<file path="src/hw/servo_bank_pkg.sv">
// Address map, field positions and value ranges of the servo parameter bank
package servo_bank_pkg;
    // Fieldbus parameter addresses
    localparam logic [15:0] ADDR_D_AXIS_INTEGRAL_TIME = 16'h1104;
    localparam logic [15:0] ADDR_Q_AXIS_PROPORTIONAL_GAIN = 16'h1106;
    localparam logic [15:0] ADDR_Q_AXIS_INTEGRAL_TIME = 16'h1108;
    localparam logic [15:0] ADDR_OPERATING_STATE_WORD = 16'h1b04;
    localparam logic [15:0] ADDR_REFERENCE_SHIFT_COUNT = 16'h1b0a;
    localparam logic [15:0] ADDR_PROFILE_DRIVE_STATE = 16'h1b4a;
    localparam logic [15:0] ADDR_PROFILE_FUNCTION_STATE = 16'h1b4c;
    localparam logic [15:0] ADDR_PROFILE_MOVEMENT_STATE = 16'h1b4e;
    localparam logic [15:0] ADDR_PROFILE_INPUT_STATE = 16'h1b50;
    localparam logic [15:0] ADDR_UNIT_TEMPERATURE = 16'h1c24;

    // Gain in 0.1 V/A counts, integral times in 0.01 ms counts
    localparam logic [15:0] KP_MIN = 16'h0005;
    localparam logic [15:0] KP_MAX = 16'h319c;
    localparam logic [15:0] TN_MIN = 16'h000d;
    localparam logic [15:0] TN_MAX = 16'h7fff;
    localparam logic [15:0] KP_RESET = KP_MIN;
    localparam logic [15:0] TN_RESET = TN_MIN;

    // Reference shift count
    localparam int REF_WIDTH = 16;
    localparam int SHIFT_MAX_INT = 12;
    localparam int VEL_WIDTH = REF_WIDTH + SHIFT_MAX_INT;
    localparam logic [3:0] SHIFT_MAX = 4'hc;
    localparam logic [3:0] SHIFT_RESET = 4'h0;

    // Operating state word bit positions
    localparam int ST_READY = 0;
    localparam int ST_SWITCHED_ON = 1;
    localparam int ST_OP_ENABLED = 2;
    localparam int ST_VOLTAGE = 4;
    localparam int ST_QUICK_STOP = 5;
    localparam int ST_SWITCH_ON_DIS = 6;
    localparam int ST_ERR_CLASS0 = 7;
    localparam int ST_HALT = 8;
    localparam int ST_REMOTE = 9;
    localparam int ST_TARGET = 10;
    localparam int ST_INT_LIMIT = 11;
    localparam int ST_MODE_SPEC = 12;
    localparam int ST_OP_ERROR = 13;
    localparam int ST_OP_END = 14;
    localparam int ST_REF_VALID = 15;
endpackage

</file>
<file path="src/hw/level_sync.sv">
// Two flip-flop synchroniser for one asynchronous level
`timescale 1ns/1ps
module level_sync (
    // Clock and reset
    input wire logic core_clk_i,
    input wire logic arst_n_i,
    // Level
    input wire logic async_i,
    output logic sync_o
);
    logic meta_q;
    logic sync_q;

    always_ff @(posedge core_clk_i or negedge arst_n_i)
    begin
        if (!arst_n_i)
        begin
            meta_q <= 1'b0;
            sync_q <= 1'b0;
        end
        else
        begin
            meta_q <= async_i;
            sync_q <= meta_q;
        end
    end

    assign sync_o = sync_q;
endmodule // level_sync

</file>
<file path="src/hw/servo_status_parameter_bank.sv">
// Read-only parameter bank: current loop gains, state word, shift count, profile words
`timescale 1ns/1ps

module servo_status_parameter_bank (
    // Clock and reset
    input wire logic core_clk_i,
    input wire logic arst_n_i,
    // Fieldbus parameter access
    input wire logic rd_req_i,
    input wire logic [15:0] rd_addr_i,
    input wire logic wr_req_i,
    input wire logic [15:0] wr_addr_i,
    output logic [15:0] rd_data_o,
    output logic rd_ack_o,
    output logic rd_unmapped_o,
    output logic wr_refused_o,
    // Motor-data calculation results
    input wire logic gain_load_i,
    input wire logic [15:0] kp_q_calc_i,
    input wire logic [15:0] tn_d_calc_i,
    input wire logic [15:0] tn_q_calc_i,
    // Gains applied by the current controller
    output logic [15:0] kp_q_active_o,
    output logic [15:0] tn_d_active_o,
    output logic [15:0] tn_q_active_o,
    // Power stage enable pin and velocity scaling
    input wire logic power_stage_en_i,
    input wire logic [servo_bank_pkg::VEL_WIDTH-1:0] velocity_scaled_i,
    output logic [3:0] reference_shift_o,
    // Operating state flags
    input wire logic ready_i,
    input wire logic switched_on_i,
    input wire logic op_enabled_i,
    input wire logic voltage_en_i,
    input wire logic quick_stop_i,
    input wire logic switch_on_dis_i,
    input wire logic err_class0_i,
    input wire logic halt_active_i,
    input wire logic remote_i,
    input wire logic target_reached_i,
    input wire logic int_limit_i,
    input wire logic mode_specific_i,
    input wire logic op_error_i,
    input wire logic op_end_i,
    input wire logic ref_valid_i,
    // Profile words and temperature
    input wire logic [15:0] profile_drive_state_i,
    input wire logic [15:0] profile_function_state_i,
    input wire logic [15:0] profile_movement_state_i,
    input wire logic [15:0] profile_input_state_i,
    input wire logic [15:0] unit_temperature_i
);
    function automatic logic [15:0] clamp16(input logic [15:0] v, input logic [15:0] lo,
                                            input logic [15:0] hi);
        clamp16 = (v < lo) ? lo : ((v > hi) ? hi : v);
    endfunction

    logic power_en_s;
    logic power_prev_q;
    logic power_prev_d;
    logic power_rise;
    logic [3:0] shift_calc;
    logic [3:0] shift_q;
    logic [3:0] shift_d;
    logic [15:0] kp_q;
    logic [15:0] kp_d;
    logic [15:0] tnd_q;
    logic [15:0] tnd_d;
    logic [15:0] tnq_q;
    logic [15:0] tnq_d;
    logic [15:0] state_word;
    logic [15:0] rd_data_q;
    logic [15:0] rd_data_d;
    logic rd_ack_q;
    logic rd_ack_d;
    logic rd_unmapped_q;
    logic rd_unmapped_d;
    logic wr_refused_q;
    logic wr_refused_d;

    // Enable arrives from the power stage, outside this clock's timing
    level_sync u_power_sync (
        .core_clk_i(core_clk_i),
        .arst_n_i(arst_n_i),
        .async_i(power_stage_en_i),
        .sync_o(power_en_s)
    );

    shift_count_calc u_shift_calc (
        .velocity_i(velocity_scaled_i),
        .shift_o(shift_calc)
    );

    assign power_rise = power_en_s && !power_prev_q;

    // Gain and shift state
    always_comb
    begin
        power_prev_d = power_en_s;
        kp_d = kp_q;
        tnd_d = tnd_q;
        tnq_d = tnq_q;
        shift_d = shift_q;
        if (gain_load_i)
        begin
            kp_d = clamp16(kp_q_calc_i, servo_bank_pkg::KP_MIN, servo_bank_pkg::KP_MAX);
            tnd_d = clamp16(tn_d_calc_i, servo_bank_pkg::TN_MIN, servo_bank_pkg::TN_MAX);
            tnq_d = clamp16(tn_q_calc_i, servo_bank_pkg::TN_MIN, servo_bank_pkg::TN_MAX);
        end
        if (power_rise)
        begin
            shift_d = shift_calc;
        end
    end

    always_ff @(posedge core_clk_i or negedge arst_n_i)
    begin
        if (!arst_n_i)
        begin
            power_prev_q <= 1'b0;
            kp_q <= servo_bank_pkg::KP_RESET;
            tnd_q <= servo_bank_pkg::TN_RESET;
            tnq_q <= servo_bank_pkg::TN_RESET;
            shift_q <= servo_bank_pkg::SHIFT_RESET;
        end
        else
        begin
            power_prev_q <= power_prev_d;
            kp_q <= kp_d;
            tnd_q <= tnd_d;
            tnq_q <= tnq_d;
            shift_q <= shift_d;
        end
    end

    // State word, read live so a read sees the flags of its own cycle
    always_comb
    begin
        state_word = 16'h0000;
        state_word[servo_bank_pkg::ST_READY] = ready_i;
        state_word[servo_bank_pkg::ST_SWITCHED_ON] = switched_on_i;
        state_word[servo_bank_pkg::ST_OP_ENABLED] = op_enabled_i;
        state_word[servo_bank_pkg::ST_VOLTAGE] = voltage_en_i;
        state_word[servo_bank_pkg::ST_QUICK_STOP] = quick_stop_i;
        state_word[servo_bank_pkg::ST_SWITCH_ON_DIS] = switch_on_dis_i;
        state_word[servo_bank_pkg::ST_ERR_CLASS0] = err_class0_i;
        state_word[servo_bank_pkg::ST_HALT] = halt_active_i;
        state_word[servo_bank_pkg::ST_REMOTE] = remote_i;
        state_word[servo_bank_pkg::ST_TARGET] = target_reached_i;
        state_word[servo_bank_pkg::ST_INT_LIMIT] = int_limit_i;
        state_word[servo_bank_pkg::ST_MODE_SPEC] = mode_specific_i;
        state_word[servo_bank_pkg::ST_OP_ERROR] = op_error_i;
        state_word[servo_bank_pkg::ST_OP_END] = op_end_i;
        state_word[servo_bank_pkg::ST_REF_VALID] = ref_valid_i;
    end

    // Read and write answers
    always_comb
    begin
        rd_data_d = 16'h0000;
        rd_ack_d = 1'b0;
        rd_unmapped_d = 1'b0;
        wr_refused_d = wr_req_i;
        if (rd_req_i)
        begin
            rd_ack_d = 1'b1;
            if (rd_addr_i == servo_bank_pkg::ADDR_D_AXIS_INTEGRAL_TIME)
                rd_data_d = tnd_q;
            else if (rd_addr_i == servo_bank_pkg::ADDR_Q_AXIS_PROPORTIONAL_GAIN)
                rd_data_d = kp_q;
            else if (rd_addr_i == servo_bank_pkg::ADDR_Q_AXIS_INTEGRAL_TIME)
                rd_data_d = tnq_q;
            else if (rd_addr_i == servo_bank_pkg::ADDR_OPERATING_STATE_WORD)
                rd_data_d = state_word;
            else if (rd_addr_i == servo_bank_pkg::ADDR_REFERENCE_SHIFT_COUNT)
                rd_data_d = {12'h000, shift_q};
            else if (rd_addr_i == servo_bank_pkg::ADDR_PROFILE_DRIVE_STATE)
                rd_data_d = profile_drive_state_i;
            else if (rd_addr_i == servo_bank_pkg::ADDR_PROFILE_FUNCTION_STATE)
                rd_data_d = profile_function_state_i;
            else if (rd_addr_i == servo_bank_pkg::ADDR_PROFILE_MOVEMENT_STATE)
                rd_data_d = profile_movement_state_i;
            else if (rd_addr_i == servo_bank_pkg::ADDR_PROFILE_INPUT_STATE)
                rd_data_d = profile_input_state_i;
            else if (rd_addr_i == servo_bank_pkg::ADDR_UNIT_TEMPERATURE)
                rd_data_d = unit_temperature_i;
            else
                rd_unmapped_d = 1'b1;
        end
    end

    always_ff @(posedge core_clk_i or negedge arst_n_i)
    begin
        if (!arst_n_i)
        begin
            rd_data_q <= 16'h0000;
            rd_ack_q <= 1'b0;
            rd_unmapped_q <= 1'b0;
            wr_refused_q <= 1'b0;
        end
        else
        begin
            rd_data_q <= rd_data_d;
            rd_ack_q <= rd_ack_d;
            rd_unmapped_q <= rd_unmapped_d;
            wr_refused_q <= wr_refused_d;
        end
    end

    assign rd_data_o = rd_data_q;
    assign rd_ack_o = rd_ack_q;
    assign rd_unmapped_o = rd_unmapped_q;
    assign wr_refused_o = wr_refused_q;
    assign kp_q_active_o = kp_q;
    assign tn_d_active_o = tnd_q;
    assign tn_q_active_o = tnq_q;
    // The master relies on this count to scale its reference
    assign reference_shift_o = shift_q;
endmodule // servo_status_parameter_bank

</file>
<file path="src/hw/shift_count_calc.sv">
// Finds how far a scaled velocity must shift right to fit sixteen bits
`timescale 1ns/1ps
module shift_count_calc (
    // Scaled velocity magnitude
    input wire logic [servo_bank_pkg::VEL_WIDTH-1:0] velocity_i,
    // Required right shift, saturated
    output logic [3:0] shift_o
);
    logic [3:0] need;

    // Highest set bit above the 16-bit field decides the shift
    always_comb
    begin
        need = 4'h0;
        for (int i = servo_bank_pkg::REF_WIDTH; i < servo_bank_pkg::VEL_WIDTH; i++)
        begin
            if (velocity_i[i])
            begin
                need = 4'(i - servo_bank_pkg::REF_WIDTH + 1);
            end
        end
        shift_o = (need > servo_bank_pkg::SHIFT_MAX) ? servo_bank_pkg::SHIFT_MAX : need;
    end
endmodule // shift_count_calc

</file>
<file path="config.mk">
export PLATFORM = sky130hd
export DESIGN_NAME = servo_status_parameter_bank
export DESIGN_NICKNAME = d
export VERILOG_FILES = /design/src/hw/servo_bank_pkg.sv /design/src/hw/level_sync.sv /design/src/hw/servo_status_parameter_bank.sv /design/src/hw/shift_count_calc.sv
export SDC_FILE = /design/constraint.sdc
export NUM_CORES = 1
export LEC_CHECK = 0
export ABC_CLOCK_PERIOD_IN_PS = 2350
export BUFFER_PORTS_ARGS = -buffer_cell sky130_fd_sc_hd__clkbuf_2
export CORE_AREA = 2 2 110 112
export DETAILED_ROUTE_END_ITERATION = 7
export DIE_AREA = 0 0 112 114
export GPL_ROUTABILITY_DRIVEN = 1
export GPL_TIMING_DRIVEN = 0
export MAX_ROUTING_LAYER = met4
export PLACE_DENSITY = 0.71
export SLEW_MARGIN = 20
export SYNTH_ARGS = -nofsm -noshare
export SYNTH_HDL_FRONTEND = slang
export SYNTH_SLANG_ARGS = --single-unit
</file>
<file path="constraint.sdc">
create_clock -name core_clk_i -period 2.35 [get_ports core_clk_i]
set_input_delay 0.1175 -clock core_clk_i [delete_from_list [all_inputs] [get_ports core_clk_i]]
set_output_delay 0.1175 -clock core_clk_i [all_outputs]
set_load 0.01 [all_outputs]
</file>
==> results of run 1 <==
## cells in the mapped netlist (all sizes together) (8+ instances only)
cell / count / share of area [%]
clkbuf: 16 / 1.4
mux2i: 15 / 3.4
a221o: 10 / 2.3
a221oi: 8 / 1.7
o22ai: 8 / 1.1
o2bb2ai: 29 / 5.7
o221ai: 15 / 3.0
dfstp: 8 / 4.7
buf: 17 / 2.3
o21ai: 16 / 1.8
dfrtp: 66 / 37
nor2: 68 / 6.0
nand2: 27 / 2.3
a21oi: 32 / 3.6
nor2b: 9 / 1.3
nor4: 14 / 3.3
nor3: 11 / 1.4
## cell usage in the layout, fill, tap and decap left out, drive strengths merged, types with 7 or more instances in the layout
cell type    n
mux2i       15
or3          7
nor2        68
o2bb2ai     29
o221ai      15
o21ai       16
or4b         7
nand2       27
clkbuf     270
nor4        14
a221oi       8
a21oi       32
buf         18
dfstp        8
a221o       10
nor2b        9
o22ai        8
inv          9
nor3        11
dfrtp       66
## sequential cells by signal, indices dropped and copies added, names as in the netlist
| register | count |
|---|---|
| u_power_sync.meta_q | 1 |
| rd_unmapped_o | 1 |
| power_prev_q | 1 |
| wr_refused_o | 1 |
| rd_ack_o | 1 |
| kp_q_active_o | 16 |
| reference_shift_o | 4 |
| rd_data_o | 16 |
| tn_d_active_o | 16 |
| tn_q_active_o | 16 |
| u_power_sync.sync_o | 1 |
## critical path, cell delays in order
cell	delay (ns)
clkbuf_2	0.10
buf_2	0.19
or4b_1	0.59
nor4_4	0.52
buf_4	0.29
nand2_1	0.07
o221ai_1	0.10
o221ai_1	0.22
a21boi_1	0.22
## final cells by class
cell class | count | area [um2]
plain buffers | 33 | 163.9
clock buffers | 9 | 225.2
clock inverters | 7 | 98.84
fillers | 1105 | 5470
inverters | 8 | 30.03
multi-input cells | 350 | 2381
flip-flops and latches | 74 | 1862
well taps | 147 | 183.9
repair buffers | 250 | 1296
## routing by layer
| layer | GRT usage [%] | wire, um |
|---|---|---|
| met1 | 35.39 | 7435 |
| met2 | 47.47 | 8948 |
| met3 | 4.038 | 1153 |
| met4 | 7.073 | 277 |
| met5 | - | 0 |
## final timing paths
kind                                             startpoint                             to  cells past startpoint
max                                            rd_addr_i[0]         rd_data_o[0]$_DFF_PN0_                      9
min                                          kp_q_calc_i[6]   kp_q_active_o[6]$_DFFE_PN0P_                      3
max reg2reg                reference_shift_o[3]$_DFFE_PN0P_         rd_data_o[3]$_DFF_PN0_                      5
min reg2reg                   u_power_sync.meta_q$_DFF_PN0_  u_power_sync.sync_o$_DFF_PN0_                      0
max in group asynchronous                          arst_n_i   tn_q_active_o[2]$_DFFE_PN1P_                      3
min in group asynchronous                          arst_n_i        rd_data_o[11]$_DFF_PN0_                      2
## stage by stage
step	setup WS, ns	total power, mW	setup TNS [ns]
6_report	0.1700	3.514	0
5_1_grt	0.04337	3.637	0
4_1_cts	0.1265	3.532	0
3_5_place_dp	-0.2140	2.032	-1.475
3_3_place_gp	-0.2269	2.016	-1.507
2_1_floorplan	0.3485	1.663	0
## cell families after synthesis
family,Yosys count
flip-flops,74
AND/OR/NAND/NOR,172
AO/OA/AOI/OAI,162
XOR/XNOR,1
buffers and inverters,41
multiplexers,15
## what timing repair did
action / 4_1_cts / 5_1_grt
hold endpoints to repair: 23 / 0
hold buffers: 4 / 0
setup endpoints to repair: 0 / 2
gates resized for setup: 0 / 1
setup buffers: 0 / 0
## power breakdown
part           total, mW  internal [mW]  switching (mW)
Sequential          1.44           1.36          0.0818
Clock               1.50          0.937           0.559
Combinational      0.576          0.261           0.315
==> results by group, run 1 <==
CTS
  • CTS tree: built
  • Inserted Clock Buffers: 9
  • Clk Latency, worst-skew pair: 0.33 ns
  • CTS Sinks: 74
  • CTS Buffer Depth: 2
  • H-tree depth: 3
  • CTS root buffer: clkbuf_16
  • Worst-path clk slew: 0.06 ns

Setup path
  • Setup crit end kind: flop
  • Critical Path Fanout Max: 10
  • CP Launch Type: input pin
  • Arrival time worst endpoint: 2.41 ns
  • Setup slack, reg-to-reg: 0.90 ns
  • Type of the worst setup path: in -> reg
  • WP data required: 2.58 ns

Logic synthesis
  • Synthesized instance count: 465
  • Number of distinct library cells after synthesis: 68
  • Simple-gate share of the synthesized area: 21.99%
  • Area share of fa/ha/maj cells after synthesis: 0%
  • Syn Area/Cell: 9.531 um2
  • Largest family of logic cells by synthesized area: compound AO/OA/AOI/OAI gates
  • Syn nets: 674
  • Yosys warnings: 0
  • Multiplexer area fraction after synthesis: 3.388%
  • Sequential fraction of the synthesis area: 42.01%
  • Number of flops mapped to enable cells by yosys: 0
  • FFs w/ async S/R, synth: 100.0%
  • XOR/XNOR Fraction of Synth Area: 0.1976%
  • Yosys reg bits: 74
  • Compound-cell area share of the yosys netlist: 28.04%
  • Mapped Area: 4432 um2
  • Prevailing post-synth register cell: dfrtp_1

STA
  • Final hold violations: 0
  • Tmin final: 2.180 ns
  • Worst hold slack: 0.01261 ns
  • Fmax: 458.7 MHz
  • Final setup viols: 0
  • Slew Limit Headroom: 50.30%
  • Max Clock Skew: 0.01071 ns
  • Final period util: 92.76%
  • Slew Limit Fails: 0
  • Pin slew with the least headroom to its limit: 0.7455 ns
  • RSZ-0062 raised after global routing: false

Placement
  • # placed instances: 858
  • HPWL after DPL: 14,560 um
  • Count of input and output buffers: 245
  • Placed cell areas: 5872 um2
  • RD Place Congestion: 0.9302

Die
  • Initial Utilization: 37.84%
  • Die area: 12,770 um2
  • Die Y: 114 um
  • Site Rows: 40
  • IO Pins: 280
  • Total core area: 11,710 um2
  • Die width: 112 um

Route
  • Drt drc: 0
  • Final ANT Viol Nets: 0
  • DR pass1 iterations: 5
  • WL per Instance: 20.29 um
  • DR vias/cell: 5.741
  • Initial DRC count: 324
  • Vias post-DR: 5,041
  • Total Routed Length: 17,810 um

Power and ir drop
  • Power Density: 563.0 nW/um2
  • IR Drop Worst-Case VDD: 0.0003652 V
  • Static leakage: 2.991 nW

Finish
  • Nets: 935
  • Finished layout cell area: 6241 um2
  • Antenna cell count: 0
  • Layout Cells excl Fill: 878
  • Layout cell share with drive strength beyond 1: 42.00%
  • Area growth, synth to finish: 40.82%
  • Post-layout util: 53.29%

GRT
  • Antenna violations before repair: 0
  • Remaining global-route overflow: 0
  • Vias in the first global route: 4,943
  • Total GRT Usage: 27.90%
  • First-pass GRT wire length: 26,700 um
  • Largest net degree at the start of global routing: 55

Outcome
  • Status: finished clean

Min path
  • Hold WC Path Type: in -> reg

Flow run
  • Number of max-cap violations: 0
(Power assumes the default switching activity.)
==> inputs of run 2 (changes only) <==
CORE_AREA = 2 2 108 110   (was 2 2 110 112)
DIE_AREA = 0 0 110 112   (was 0 0 112 114)
PLACE_DENSITY = 0.76   (was 0.71)
SYNTH_HIERARCHICAL = 1   (was default)
==> run 2 against run 1 <==
  * Largest cell class unchanged
  * Sequential power is essentially flat
  * Area after synthesis up 4.7%
  * Critical endpoint is now rd_data_o[15]$_DFF_PN0_
  * Clock skew shrank 0.0029 ns
  * Highest routed layer unchanged
  * Design area increased by 2.8%
  * Core utilization grew 4.1 points
  * Fmax increased by 1.1%
  * Global-route usage increased by 4.5 points
  * Sequential share of layout area fell by 0.81 points
  * Clock power decreased by 7%
==> results by group, run 2 <==
STA
  • Final period util: 91.72% (-1.0 points)
  • Tmin final: 2.155 ns (-0.02459 ns)
  • Slew Limit Fails: 0 (unchanged)
  • Setup TNS: 0 ns (unchanged)
  • Setup ws final: 0.1946 ns (+0.02459 ns)
  • Fmax: 464.0 MHz (+1.1%)
  • Final hold violations: 0 (unchanged)
  • Worst hold slack: 0.02023 ns (+0.007622 ns)
  • Slew Limit Headroom: 52.19% (+1.9 points)
  • Max Clock Skew: 0.007776 ns (-0.002935 ns)
  • RSZ-0062 raised after global routing: false
  • Final setup viols: 0 (unchanged)
  • Pin slew with the least headroom to its limit: 0.7132 ns (-0.03229 ns)

CTS
  • CTS tree: built
  • CTS root buffer: clkbuf_16
  • Total setup buffers inserted after CTS: 0 (unchanged)
  • Inserted Clock Buffers: 9 (unchanged)
  • CTS Sinks: 74 (unchanged)
  • Worst-path clk slew: 0.06 ns (about the same)
  • Clk Latency, worst-skew pair: 0.33 ns (about the same)
  • CTS Buffer Depth: 2 (unchanged)
  • H-tree depth: 3 (unchanged)

Route
  • Final ANT Viol Nets: 0 (unchanged)
  • Drt drc: 0 (unchanged)
  • WL per Instance: 20.56 um (+1.3%)
  • Vias post-DR: 5,624 (+12%)
  • Total Routed Length: 19,400 um (+8.9%)
  • Initial DRC count: 413 (+27%)
  • DR vias/cell: 5.958 (+3.8%)
  • DR pass1 iterations: 5 (unchanged)

Logic synthesis
  • Syn nets: 744 (+10%)
  • Top cells by area, synth: dfrtp_1 (36%), o2bb2ai_1 (5.8%), dfstp_2 (4.5%)
  • Synthesized instance count: 535 (+15%)
  • Yosys warnings: 6 (+6)
  • Top-count cell post-synth: dfrtp_1
  • Yosys reg bits: 74 (unchanged)
  • Prevailing post-synth register cell: dfrtp_1
  • Number of distinct library cells after synthesis: 65 (-4.4%)
  • Cell taking the most area after synthesis: dfrtp_1
  • Sequential fraction of the synthesis area: 40.11% (-1.9 points)
  • Post-synth top area share: 35.58% (-1.7 points)
  • FFs w/ async S/R, synth: 100.0% (unchanged)
  • Mapped Area: 4642 um2 (+4.7%)
  • Syn Area/Cell: 8.677 um2 (-9.0%)
  • Synth top cells by count: dfrtp_1 (66), nor2_1 (56), nand2_1 (41), o21ai_0 (36), a21oi_1 (32)
  • Number of flops mapped to enable cells by yosys: 0 (unchanged)

GRT
  • Remaining global-route overflow: 0 (unchanged)
  • Antenna violations before repair: 0 (unchanged)
  • Vias in the first global route: 5,591 (+13%)
  • Total GRT Usage: 32.44% (+4.5 points)
  • First-pass GRT wire length: 29,570 um (+11%)
  • Largest net degree at the start of global routing: 46 (-16%)

Placement
  • Post-Place Worst Slack: -0.2895 ns (-0.07552 ns)
  • HPWL after DPL: 15,750 um (+8.2%)
  • RD Place Congestion: 0.9795 (+5.3%)
  • Count of input and output buffers: 245 (unchanged)

Setup path
  • WP data required: 2.55 ns (-0.03 ns)
  • CP Launch Type: input pin
  • Setup crit end kind: flop
  • Type of the worst setup path: in -> reg
  • Slowest CP cell: clkbuf_1
  • CP cell instances: clkbuf_2 -> clkbuf_1 -> clkbuf_2 -> nand2_1 -> clkbuf_1 -> nor2_1 -> nor3_1 -> a221oi_1 -> o22ai_1
  • Arrival time worst endpoint: 2.35 ns (-0.06 ns)
  • Critical Path Fanout Max: 10 (unchanged)
  • Crit-path max cell delay: 0.41 ns (-0.18 ns)

Finish
  • Nets: 1,005 (+7.5%)
  • Highest-count cells in the layout ignoring fill and taps: clkbuf_2 (245), dfrtp_1 (66), nor2_1 (56)
  • Antenna cell count: 0 (unchanged)
  • Most common cell after layout, fill and taps aside: clkbuf_2
  • # fillers: 1,042 (-5.7%)
  • Area growth, synth to finish: 38.22%
  • Layout cell share with drive strength beyond 1: 37.33% (-4.7 points)

Power and ir drop
  • Power Density: 542.3 nW/um2 (-3.7%)
  • IR Drop Worst-Case VDD: 0.0003632 V (-0.54%)
  • Static leakage: 2.997 nW (+0.22%)
  • Power consumption: 3.480 mW (-0.97%)

Die
  • Initial Utilization: 41.54% (+3.7 points)
  • Die Y: 112 um (-1.8%)
  • Total core area: 11,170 um2 (-4.6%)
  • Die width: 110 um (-1.8%)
  • Site Rows: 39 (-2.5%)
  • Die area: 12,320 um2 (-3.5%)
  • IO Pins: 280 (unchanged)

Flow run
  • Number of max-cap violations: 0 (unchanged)

Outcome
  • Status: finished clean

Min path
  • Hold WC Path Type: in -> reg
## run 2: cell count changes after synthesis, moves of 7 or more
cell,before,now
clkbuf_1,16,29
o221ai_1,15,1
nor3_1,10,17
a221o_1,10,0
o22ai_1,8,19
nor2b_1,9,17
o21ai_0,14,36
a21o_1,0,7
nor2_1,66,56
nand2_1,27,41
mux2i_1,15,1
nand3_1,3,17
a22oi_1,0,10
## run 2: area by class of cell
cell class / count / area (um2) / share of cell area, %
Tap cell: 143 / 178.9 / 2.789
Clock inverter: 5 / 62.56 / 0.9750
Timing Repair Buffer: 250 / 1289 / 20.09
Buffer: 39 / 163.9 / 2.555
Inverter: 7 / 26.28 / 0.4095
Clock buffer: 11 / 242.7 / 3.783
Multi-Input combinational cell: 415 / 2591 / 40.39
Sequential cell: 74 / 1862 / 29.02
## run 2: cell families after synthesis
| logic type | after synthesis | synth area share [%] |
|---|---|---|
| AOI/OAI and AO/OA | 198 | 29.89 |
| buffers and inverters | 46 | 4.070 |
| DFF | 74 | 40.11 |
| muxes | 5 | 1.186 |
| and+or+nand+nor | 212 | 24.74 |
## run 2: metrics by stage
step	instances	instance area [um2]	util, %
global route	944	6416	57.42
finish	944	6416	57.42
floorplan	535	4642	-
CTS	944	6415	57.41
detailed placement	924	6070	54.32
global placement	923	6047	54.11
## run 2: final timing paths
check / endpoint / from / cells after the start / slack (ns)
worst max-delay path: rd_data_o[15]$_DFF_PN0_ / rd_addr_i[2] / 9 / 0.19
worst min-delay path: tn_d_active_o[2]$_DFFE_PN1P_ / tn_d_calc_i[2] / 2 / 0.02
worst max register to register: rd_data_o[4]$_DFF_PN0_ / tn_q_active_o[4]$_DFFE_PN0P_ / 5 / 0.99
worst min register to register: u_power_sync/sync_o$_DFF_PN0_ / u_power_sync/meta_q$_DFF_PN0_ / 0 / 0.36
max in group asynchronous: kp_q_active_o[2]$_DFFE_PN1P_ / arst_n_i / 3 / 1.32
min in group asynchronous: wr_refused_o$_DFF_PN0_ / arst_n_i / 2 / 0.38
## run 2: critical path, delay by kind of cell
kind,cells,cell delay (ns)
buffers and inverters,4,1.27
and+or+nand+nor,3,0.43
AOI/OAI and AO/OA,2,0.54
## run 2: layer usage
layer  up-vias  GRT usage [%]  share of wire, %
li1       2559              -                 -
met1      2677          41.68                41
met2       342          51.66                48
met3        46          5.269               8.4
met4         0          11.05               3.0
met5         -              -                 0
## run 2: timing repair
action / 4_1_cts / 5_1_grt
endpoints found under the hold margin: 41 / 0
hold buffers: 4 / 0
endpoints found under the setup margin: 0 / 6
resized for setup: 0 / 2
## run 2: power by group
| part | leakage (nW) | internal (mW) | switching [mW] |
|---|---|---|---|
| Clock | 0.142 | 0.857 | 0.545 |
| Combinational | 1.96 | 0.276 | 0.364 |
| Sequential | 0.895 | 1.36 | 0.0799 |
==> inputs of run 3 (changes only) <==
ABC_CLOCK_PERIOD_IN_PS = 1800   (was 2350)
CORE_AREA = default   (was 2 2 108 110)
CORE_ASPECT_RATIO = 1.75   (was default)
CORE_UTILIZATION = 40   (was default)
DIE_AREA = default   (was 0 0 110 112)
clock period = 1.8 ns   (was 2.35 ns; I/O delays follow)
==> run 3 against run 2 <==
  * Clock-buffer cell count is 2 lower
  * Non-clock buffer count is 20 higher
  * Critical path depth is 4 lower
  * Highest routed layer unchanged
==> results by group, run 3 (synthesis gave the netlist of run 2 again) <==
STA
  • Slew Limit Headroom: 53.86% (+1.7 points)
  • Setup ws final: 0.07269 ns (-0.1219 ns)
  • Tmin final: 1.727 ns
  • Final hold violations: 0 (unchanged)
  • Slew Limit Fails: 0 (unchanged)
  • Setup TNS: 0 ns (unchanged)
  • Max Clock Skew: 0.008367 ns (+0.0005901 ns)
  • Final period util: 95.96%
  • Fmax: 578.9 MHz
  • Worst hold slack: 0.005210 ns (-0.01502 ns)
  • Pin slew with the least headroom to its limit: 0.6858 ns (-0.02746 ns)
  • Final setup viols: 0 (unchanged)

CTS
  • Inserted Clock Buffers: 9 (unchanged)
  • Clk Latency, worst-skew pair: 0.34 ns (about the same)
  • Worst-path clk slew: 0.06 ns (about the same)
  • CTS Sinks: 74 (unchanged)
  • CTS root buffer: clkbuf_16
  • CTS tree: built
  • CTS Buffer Depth: 2 (unchanged)
  • H-tree depth: 3 (unchanged)

GRT
  • Remaining global-route overflow: 0 (unchanged)
  • Vias in the first global route: 5,636 (+0.80%)
  • GRT met3 Usage: 4.053% (-1.2 points)
  • First-pass GRT wire length: 28,530 um (-3.5%)
  • Antenna violations before repair: 0 (unchanged)
  • Total GRT Usage: 31.57% (-0.88 points)
  • Largest net degree at the start of global routing: 48 (+4.3%)
  • Met1 Use GR: 33.11% (-8.6 points)
  • Grt peak-use layer: met2
  • Met2 Use GR: 57.51% (+5.9 points)

Outcome
  • Status: finished clean

Route
  • DR vias/cell: 5.994 (+0.61%)
  • Final ANT Viol Nets: 0 (unchanged)
  • Total Routed Length: 19,110 um (-1.5%)
  • DR pass1 iterations: 5 (unchanged)
  • Initial DRC count: 341 (-17%)
  • Vias post-DR: 5,712 (+1.6%)
  • WL per Instance: 20.05 um (-2.5%)
  • Drt drc: 0 (unchanged)

Setup path
  • Slowest CP cell: or4b_1
  • Critical Path Fanout Max: 6 (-4)
  • Worst flop-to-flop path startpoint: tn_q_active_o[13]$_DFFE_PN0P_
  • Type of the worst setup path: in -> reg
  • Crit-path max cell delay: 0.67 ns (+0.26 ns)
  • Arrival time worst endpoint: 1.93 ns (-0.42 ns)
  • CP cell instances: clkbuf_2 -> or4b_1 -> or4_4 -> o2111ai_1 -> o31ai_2
  • R2r endpoint: rd_data_o[13]$_DFF_PN0_
  • Setup slack, reg-to-reg: 0.54 ns (-0.45 ns)
  • CP Launch Type: input pin
  • Reg2Reg Depth: 4 (-1)
  • Setup crit end kind: flop
  • WP data required: 2.00 ns (-0.55 ns)

Flow run
  • Number of max-cap violations: 0 (unchanged)

Finish
  • Nets: 1,025 (+2.0%)
  • Antenna cell count: 0 (unchanged)
  • Post-layout util: 59.12% (+1.7 points)
  • Finished layout cell area: 6640 um2 (+3.5%)
  • Layout cell share with drive strength beyond 1: 39.34% (+2.0 points)
  • Layout Cells excl Fill: 953 (+0.95%)
  • Area growth, synth to finish: 43.05%
  • Highest-count cells in the layout ignoring fill and taps: clkbuf_2 (248), dfrtp_1 (66), nor2_1 (56)
  • Most common cell after layout, fill and taps aside: clkbuf_2

Placement
  • Placed cell areas: 6076 um2 (+0.10%)
  • Count of input and output buffers: 245 (unchanged)
  • HPWL after DPL: 15,290 um (-2.9%)
  • # placed instances: 913 (-1.2%)
  • Post-Place Worst Slack: -0.7091 ns (-0.4196 ns)
  • RD Place Congestion: 0.9363 (-4.4%)

Min path
  • Worst Hold Launch: tn_d_calc_i[3]
  • Hold WC Path Type: in -> reg
  • Hold Path Depth: 2 (unchanged)
  • Hold endpoint: tn_d_active_o[3]$_DFFE_PN1P_

Die
  • Site Rows: 51 (+31%)
  • Die width: 83.44 um (-24%)
  • IO Pins: 280 (unchanged)
  • Die Y: 144.5 um (+29%)
  • Initial Utilization: 41.33% (-0.21 points)
  • Total core area: 11,230 um2 (+0.50%)
  • Die area: 12,060 um2 (-2.1%)

Power and ir drop
  • Power Density: 683.7 nW/um2 (+26%)
  • IR Drop Worst-Case VDD: 0.0005944 V (+64%)
  • Power consumption: 4.540 mW (+30%)
  • Static leakage: 3.149 nW (+5.1%)
run 3: repair_timing:
action | in CTS | in global routing
setup endpoints to repair | 17 | 20
buffers inserted | 7 | 6
resized for setup | 5 | 14
hold buffers | 11 | 0
endpoints found under the hold margin | 35 | 0
pin swaps | 3 | 2
run 3: cell type report:
| cell class | count | area (um2) |
|---|---|---|
| Tap cell | 132 | 165.2 |
| Sequential cell | 74 | 1862 |
| Fill cell | 1027 | 4591 |
| Clock inverter | 7 | 75.07 |
| Inverter | 7 | 26.28 |
| Buffer | 39 | 180.2 |
| Clock buffer | 9 | 225.2 |
| Timing Repair Buffer | 270 | 1464 |
| Multi-Input combinational cell | 415 | 2643 |
run 3: worst max-delay path by stage:
| stage | startpoint | to | slack [ns] | cells after the start |
|---|---|---|---|---|
| floorplan | rd_addr_i[13] | rd_data_o[12]$_DFF_PN0_ | -0.003 | 7 |
| global placement | rd_addr_i[2] | rd_data_o[10]$_DFF_PN0_ | -0.74 | 9 |
| CTS | rd_addr_i[2] | rd_data_o[10]$_DFF_PN0_ | 0.02 | 9 |
| finish | rd_addr_i[10] | rd_data_o[2]$_DFF_PN0_ | 0.07 | 5 |
| global route | rd_addr_i[10] | rd_data_o[6]$_DFF_PN0_ | -0.01 | 8 |
| detailed placement | rd_addr_i[2] | rd_data_o[10]$_DFF_PN0_ | -0.71 | 9 |
run 3: per-layer routing:
metal / up-vias / share of wire [%]
met2: 299 / 54
met3: 51 / 5.5
li1: 2610 / -
met1: 2752 / 36
met4: 0 / 4.4
met5: - / 0
run 3: worst max-delay path, delay by kind of cell:
kind            cells  cell delay, ns
simple gates        2            1.30
compound gates      2            0.43
buf+inv             1            0.10
run 3: report_power, final:
part           switching (mW)  internal, mW  leakage [nW]
clock network           0.722          1.08         0.151
logic                   0.485         0.378          2.10
registers              0.0974          1.77         0.895
total                    1.30          3.24          3.15
